<file path="src/pkg/tec_consts.svh">
// Constants for the timing error counter
`ifndef TEC_CONSTS_SVH
`define TEC_CONSTS_SVH
`define TEC_REF_FREQ_KHZ      1000
`define TEC_GATE_PERIOD_MS    20
`define TEC_GATE_DIVIDE       (`TEC_REF_FREQ_KHZ * `TEC_GATE_PERIOD_MS)
`define TEC_BCD_MAX           4'h9
`define TEC_BCD_ZERO          4'h0
`define TEC_ROUND_DIGIT       4'h4
`define TEC_QUIN_LAST         3'h4
`define TEC_SEG_BLANK         7'h00
`endif

</file>
<file path="src/pkg/tec_pkg.sv">
// Types for the timing error counter
package tec_pkg;
    typedef logic [3:0] tec_bcd_t;
    typedef logic [6:0] tec_seg_t;
    typedef logic [2:0] tec_quin_t;
endpackage

</file>
<file path="src/hw/tec_seg_decoder.sv">
// BCD to seven-segment decoder driver
`timescale 1ns/100ps
`include "tec_consts.svh"
module tec_seg_decoder (
    input  wire tec_pkg::tec_bcd_t digit,
    output tec_pkg::tec_seg_t      seg
);
    // Segments g..a, active high; codes above nine go dark
    always_comb begin
        case (digit)
            4'h0:    seg = 7'h3F;
            4'h1:    seg = 7'h06;
            4'h2:    seg = 7'h5B;
            4'h3:    seg = 7'h4F;
            4'h4:    seg = 7'h66;
            4'h5:    seg = 7'h6D;
            4'h6:    seg = 7'h7D;
            4'h7:    seg = 7'h07;
            4'h8:    seg = 7'h7F;
            4'h9:    seg = 7'h6F;
            default: seg = `TEC_SEG_BLANK;
        endcase
    end
endmodule // tec_seg_decoder

</file>
<file path="src/hw/tec_timing_error_counter.sv">
// Frequency error counter with gated BCD digits and LED readout
`timescale 1ns/100ps
`include "tec_consts.svh"
module tec_timing_error_counter (
    input  wire logic              mclk,
    input  wire logic              sys_rst,
    input  wire logic              ref_clk_pin,
    input  wire logic              var_clk_pin,
    input  wire logic              led_check_pushed,
    input  wire logic              var_out_released,
    input  wire logic              subnanosecond_marker_position,
    output tec_pkg::tec_seg_t      seg_tenths,
    output tec_pkg::tec_seg_t      seg_units,
    output logic                   gate_clear,
    output logic                   display_lit
);
    function automatic tec_pkg::tec_bcd_t bcd_inc(input tec_pkg::tec_bcd_t d);
        bcd_inc = (d == `TEC_BCD_MAX) ? `TEC_BCD_ZERO : d + 4'h1;
    endfunction

    logic [2:0]          ref_sync_reg;
    logic [1:0]          var_sync_reg;
    logic [2:0]          ctl_s1_reg;
    logic [2:0]          ctl_s2_reg;
    tec_pkg::tec_bcd_t   dec0_reg, dec1_reg, dec2_reg;
    logic                half_reg;
    tec_pkg::tec_quin_t  quin_reg;
    logic                div2_reg;
    logic                mix_reg, mix_prev_reg;
    tec_pkg::tec_bcd_t   hund_reg, tenth_reg, unit_reg;
    tec_pkg::tec_seg_t   dec_tenths, dec_units;
    logic                ref_tick, chain_carry, half_carry;
    logic                clear_pulse, count_win, display_win;
    logic                meas_en, disp_en, count_pulse, lit_next;

    // Pins pass two flops; third stage only for edge finding
    always_ff @(posedge mclk) begin
        if (sys_rst) begin
            ref_sync_reg <= 3'h0;
            var_sync_reg <= 2'h0;
            ctl_s1_reg   <= 3'h0;
            ctl_s2_reg   <= 3'h0;
        end else begin
            ref_sync_reg <= {ref_sync_reg[1:0], ref_clk_pin};
            var_sync_reg <= {var_sync_reg[0], var_clk_pin};
            ctl_s1_reg   <= {subnanosecond_marker_position, var_out_released, led_check_pushed};
            ctl_s2_reg   <= ctl_s1_reg;
        end
    end

    assign ref_tick    = ref_sync_reg[1] & ~ref_sync_reg[2];
    assign chain_carry = (dec0_reg == `TEC_BCD_MAX) && (dec1_reg == `TEC_BCD_MAX)
                         && (dec2_reg == `TEC_BCD_MAX);
    assign half_carry  = chain_carry & half_reg;

    always_ff @(posedge mclk) begin
        if (sys_rst) begin
            dec0_reg <= `TEC_BCD_ZERO;
            dec1_reg <= `TEC_BCD_ZERO;
            dec2_reg <= `TEC_BCD_ZERO;
            half_reg <= 1'b0;
        end else if (ref_tick) begin
            dec0_reg <= bcd_inc(dec0_reg);
            if (dec0_reg == `TEC_BCD_MAX)
                dec1_reg <= bcd_inc(dec1_reg);
            if ((dec0_reg == `TEC_BCD_MAX) && (dec1_reg == `TEC_BCD_MAX))
                dec2_reg <= bcd_inc(dec2_reg);
            if (chain_carry)
                half_reg <= ~half_reg;
        end
    end

    always_ff @(posedge mclk) begin
        if (sys_rst) begin
            quin_reg <= 3'h0;
            div2_reg <= 1'b0;
        end else if (ref_tick && half_carry) begin
            quin_reg <= (quin_reg == `TEC_QUIN_LAST) ? 3'h0 : quin_reg + 3'h1;
            if (quin_reg == `TEC_QUIN_LAST)
                div2_reg <= ~div2_reg;
        end
    end

    assign clear_pulse = (quin_reg == `TEC_QUIN_LAST) & div2_reg;
    assign count_win   = ~div2_reg;
    assign display_win = ~(clear_pulse | count_win);
    assign meas_en     = ~ctl_s2_reg[2];
    assign disp_en     = ctl_s2_reg[0] | (ctl_s2_reg[1] & meas_en);
    assign lit_next    = display_win & disp_en;

    // Sampling mixer beats at the difference
    always_ff @(posedge mclk) begin
        if (sys_rst) begin
            mix_reg      <= 1'b0;
            mix_prev_reg <= 1'b0;
        end else begin
            if (ref_tick)
                mix_reg <= var_sync_reg[1];
            mix_prev_reg <= mix_reg;
        end
    end

    assign count_pulse = mix_reg & ~mix_prev_reg & count_win & meas_en;

    always_ff @(posedge mclk) begin
        if (sys_rst || clear_pulse) begin
            hund_reg  <= `TEC_BCD_ZERO;
            tenth_reg <= `TEC_BCD_ZERO;
            unit_reg  <= `TEC_BCD_ZERO;
        end else if (count_pulse) begin
            hund_reg <= bcd_inc(hund_reg);
            if (hund_reg == `TEC_ROUND_DIGIT) begin
                tenth_reg <= bcd_inc(tenth_reg);
                if (tenth_reg == `TEC_BCD_MAX)
                    unit_reg <= bcd_inc(unit_reg);
            end
        end
    end

    tec_seg_decoder u_dec_tenths (
        .digit (tenth_reg),
        .seg   (dec_tenths)
    );
    tec_seg_decoder u_dec_units (
        .digit (unit_reg),
        .seg   (dec_units)
    );

    // Registered so the segments never glitch between digits
    always_ff @(posedge mclk) begin
        if (sys_rst) begin
            seg_tenths  <= `TEC_SEG_BLANK;
            seg_units   <= `TEC_SEG_BLANK;
            gate_clear  <= 1'b0;
            display_lit <= 1'b0;
        end else begin
            seg_tenths  <= lit_next ? dec_tenths : `TEC_SEG_BLANK;
            seg_units   <= lit_next ? dec_units : `TEC_SEG_BLANK;
            gate_clear  <= clear_pulse;
            display_lit <= lit_next;
        end
    end
endmodule // tec_timing_error_counter

</file>
<file path="config.mk">
export PLATFORM = sky130hd
export DESIGN_NAME = tec_timing_error_counter
export DESIGN_NICKNAME = d
export VERILOG_FILES = /design/src/pkg/tec_pkg.sv /design/src/hw/tec_seg_decoder.sv /design/src/hw/tec_timing_error_counter.sv
export VERILOG_INCLUDE_DIRS = /design/src /design/src/pkg
export SDC_FILE = /design/constraint.sdc
export NUM_CORES = 1
export LEC_CHECK = 0
export BUFFER_PORTS_ARGS = -buffer_cell sky130_fd_sc_hd__buf_2
export CAP_MARGIN = 15
export CORE_AREA = 3 3 81 83
export DETAILED_ROUTE_END_ITERATION = 16
export DIE_AREA = 0 0 84 86
export GPL_TIMING_DRIVEN = 1
export PLACE_DENSITY = 0.61
export SYNTH_ARGS = -nofsm -noshare
export SYNTH_HDL_FRONTEND = slang
export SYNTH_SLANG_ARGS = --single-unit
</file>
<file path="constraint.sdc">
create_clock -name mclk -period 3 [get_ports mclk]
set_clock_uncertainty 0.2 [all_clocks]
set_input_delay 0.15 -clock mclk [delete_from_list [all_inputs] [get_ports mclk]]
set_output_delay 0.15 -clock mclk [all_outputs]
set_load 0.05 [all_outputs]
</file>
==> results.yml <==
status:
  status: "completed"
floorplan:
  num_rows: 28
  die_area_mm2: 0.007224
  die_w_um: 84
  core_mm2: 0.005921
  die_h_um: 86
  start_util_pct: 44.93
  ios: 23
clock_tree:
  clockBufferDepth: 2
  cts-resized-gates: 0
  cts_sinks: 58
  hold_buffers: 5
  cts_buffers: 9
  cts.htree.levels: 3
  cts_tree: "built"
  clk_pin_slew_ps: 70
  post_cts_buffers: 0
  root_buffer: "clkbuf_8"
  insertion_delay_ps: 320
place:
  dp.cells: 378
  portBuffers: 22
  dpl_cell_area_mm2: 0.002803
  dp_hpwl_mm: 2.978
  gp_congestion: 0.8082
synth:
  syn_nets: 319
  yosys_register_bits: 58
  syn_inst: 294
  syn_area_per_cell_um2: 9.048
  synth_xor_area_share_pct: 3.951
  synth_area_leaders: "dfxtp_1 (44%), ha_1 (8.5%), nor2_1 (5.4%), nor2b_1 (4.7%), a21oi_1 (4.3%)"
  synthSimpleGateAreaFrac_pct: 25.68
  synthFlopType: "dfxtp_1"
  yosys.area_share.adder_pct: 8.467
  muxShareOfSynthArea_pct: 1.881
  synth-edff-count: 0
  ys_warn_count: 0
  ys_seq_area_share_pct: 43.65
  post-synth-top-count-cell: "dfxtp_1"
  ys_top_cells_by_count: "dfxtp_1 (58), nor2_1 (38), a21oi_1 (23)"
  syn_area_mm2: 0.002660
  yosysTopAreaCellShare_pct: 43.65
  synth_top_family_by_area: "simple AND/OR/NAND/NOR gates"
  synthDistinctLibCells: 50
  synth_area_leader_cell: "dfxtp_1"
  synth_compound_area_share_pct: 11.67
  postSynth.asyncResetShare_pct: 0
grt:
  antenna_found_initial: 0
  grt_pass1_wl_mm: 8.045
  grt_start_max_net_pins: 36
  grt_pass1_vias: 1858
  grt_overflow: 0
  grt.total_usage_pct: 13.85
hold_path:
  holdPathEnd: "dec2_reg[1]"
  hold_path.class: "input pin to flop"
  holdPathStages: 2
  min-delay-start: "sys_rst"
timing:
  rsz0062_at_grt: "no"
  final.min_clock_period_ps: 1918
  fin_crit_sh_pct: 63.92
  slew_headroom_pct: 60.99
  hold_viol_final: 0
  timing.fmax_ghz: 0.5215
  setup-tns-final_ps: 0
  worst_pin_slew_ps: 585.1
  setup_violations: 0
  report.final.slew_viol_count: 0
layout:
  layout-drive-gt1-share_pct: 13.89
  reg_top3: "seg_tenths: 7 flops, seg_units: 7 flops"
  stdcell_count: 399
  fillers: 538
  antenna-diode-count: 0
  utilization_pct: 52.20
  final_nets: 344
  area_delta_synth_final_pct: 16.18
  final_area_mm2: 0.003090
worst_setup_path:
  crit_path_max_fanout: 15
  cp_data_required_time_ps: 3050
  arrival_ps: 1970
  crit_type: "flop to flop"
  cp-start-kind: "flop"
  ff2ff_path_depth: 5
  reg2reg_to: "seg_units[0]"
  setup.worst_path.end_class: "flop"
  worst_r2r_startpoint: "quin_reg[0]"
  ff2ff_setup_slack_ps: 1080
detailed_routing:
  drt_first_pass_iters: 4
  drt_iter0_drc: 93
  drc: 0
  ant_nets: 0
  wirelength_mm: 4.528
  drt-wirelength-per-cell_um: 11.35
  via_per_inst: 4.962
  dr_total_vias: 1980
power:
  ir_drop_uv: 292.3
  p_per_area_mw_per_mm2: 533.2
  p_leak_nw: 1.309
flow_run:
  maxCapViolCount: 0
[worst max-delay path by stage]
stage,start,to,slack [ps],cells past startpoint
3_5_place_dp,quin_reg[0],seg_units[0],1080,5
3_3_place_gp,quin_reg[0],seg_units[0],1110,5
5_1_grt,tenth_reg[1],tenth_reg[1],850,6
4_1_cts,quin_reg[0],seg_units[0],1060,5
2_1_floorplan,quin_reg[0],seg_units[4],1200,7
6_report,quin_reg[0],seg_units[0],1080,5
[cells in the final DEF (no fill, tap or decap), types with 10 or more instances in the layout]
master    synthesis  routed
buf_2             4      22
inv_1            14      14
nor2_1           38      38
clkbuf_8          0      12
ha_1             18      18
o21ai_0          10      10
nand2_1          13      13
dfxtp_1          58      58
nor2b_1          20      20
a21oi_1          23      23
[area by class of cell]
class | instances | area, µm² | area share [%]
clock buffer | 12 | 165.2 | 5.344
clock inverter | 4 | 72.57 | 2.348
inverter | 15 | 56.30 | 1.822
multi-input combinational | 207 | 1374 | 44.45
sequential | 58 | 1161 | 37.57
tap | 75 | 93.84 | 3.036
timing repair buffer | 28 | 167.7 | 5.425
[cells by family after synthesis]
kind of cell    count (synthesis)
mux                             5
xor+xnor                       12
flops                          58
compound gates                 52
fa+ha+maj                      18
simple gates                  120
buf+inv                        29
[power by group]
| part | switching (mW) | total (mW) | internal (mW) |
|---|---|---|---|
| sequential | 0.00361 | 0.782 | 0.778 |
| combinational | 0.0157 | 0.0320 | 0.0163 |
| clock | 0.300 | 0.834 | 0.534 |
| total | 0.319 | 1.65 | 1.33 |
[metal layers]
| metal | vias to the layer above | part of all wire, % | track usage [%] |
|---|---|---|---|
| met5 | - | 0 | 0 |
| met3 | 5 | 3.6 | 3.650 |
| li1 | 1049 | - | - |
| met1 | 894 | 51 | 17.11 |
| met2 | 32 | 44 | 21.26 |
| met4 | 0 | 1.5 | 9.211 |
[worst max-delay path, stage by stage (launching register included)]
cell and delay [ps]:
dfxtp_1 370, inv_1 60, ha_1 220, and2_1 200
or3_1 590, a21oi_1 200
[through the flow]
step	power (mW)	hold slack [ps]	setup slack (ps)
after floorplan	0.8180	78.18	1198
after global placement	0.8258	157.7	1114
after detailed placement	0.8264	164.9	1077
after CTS	1.671	105.5	1059
after global routing	1.708	141.0	848.1
final	1.648	108.1	1082
(Power assumes the default switching activity.)
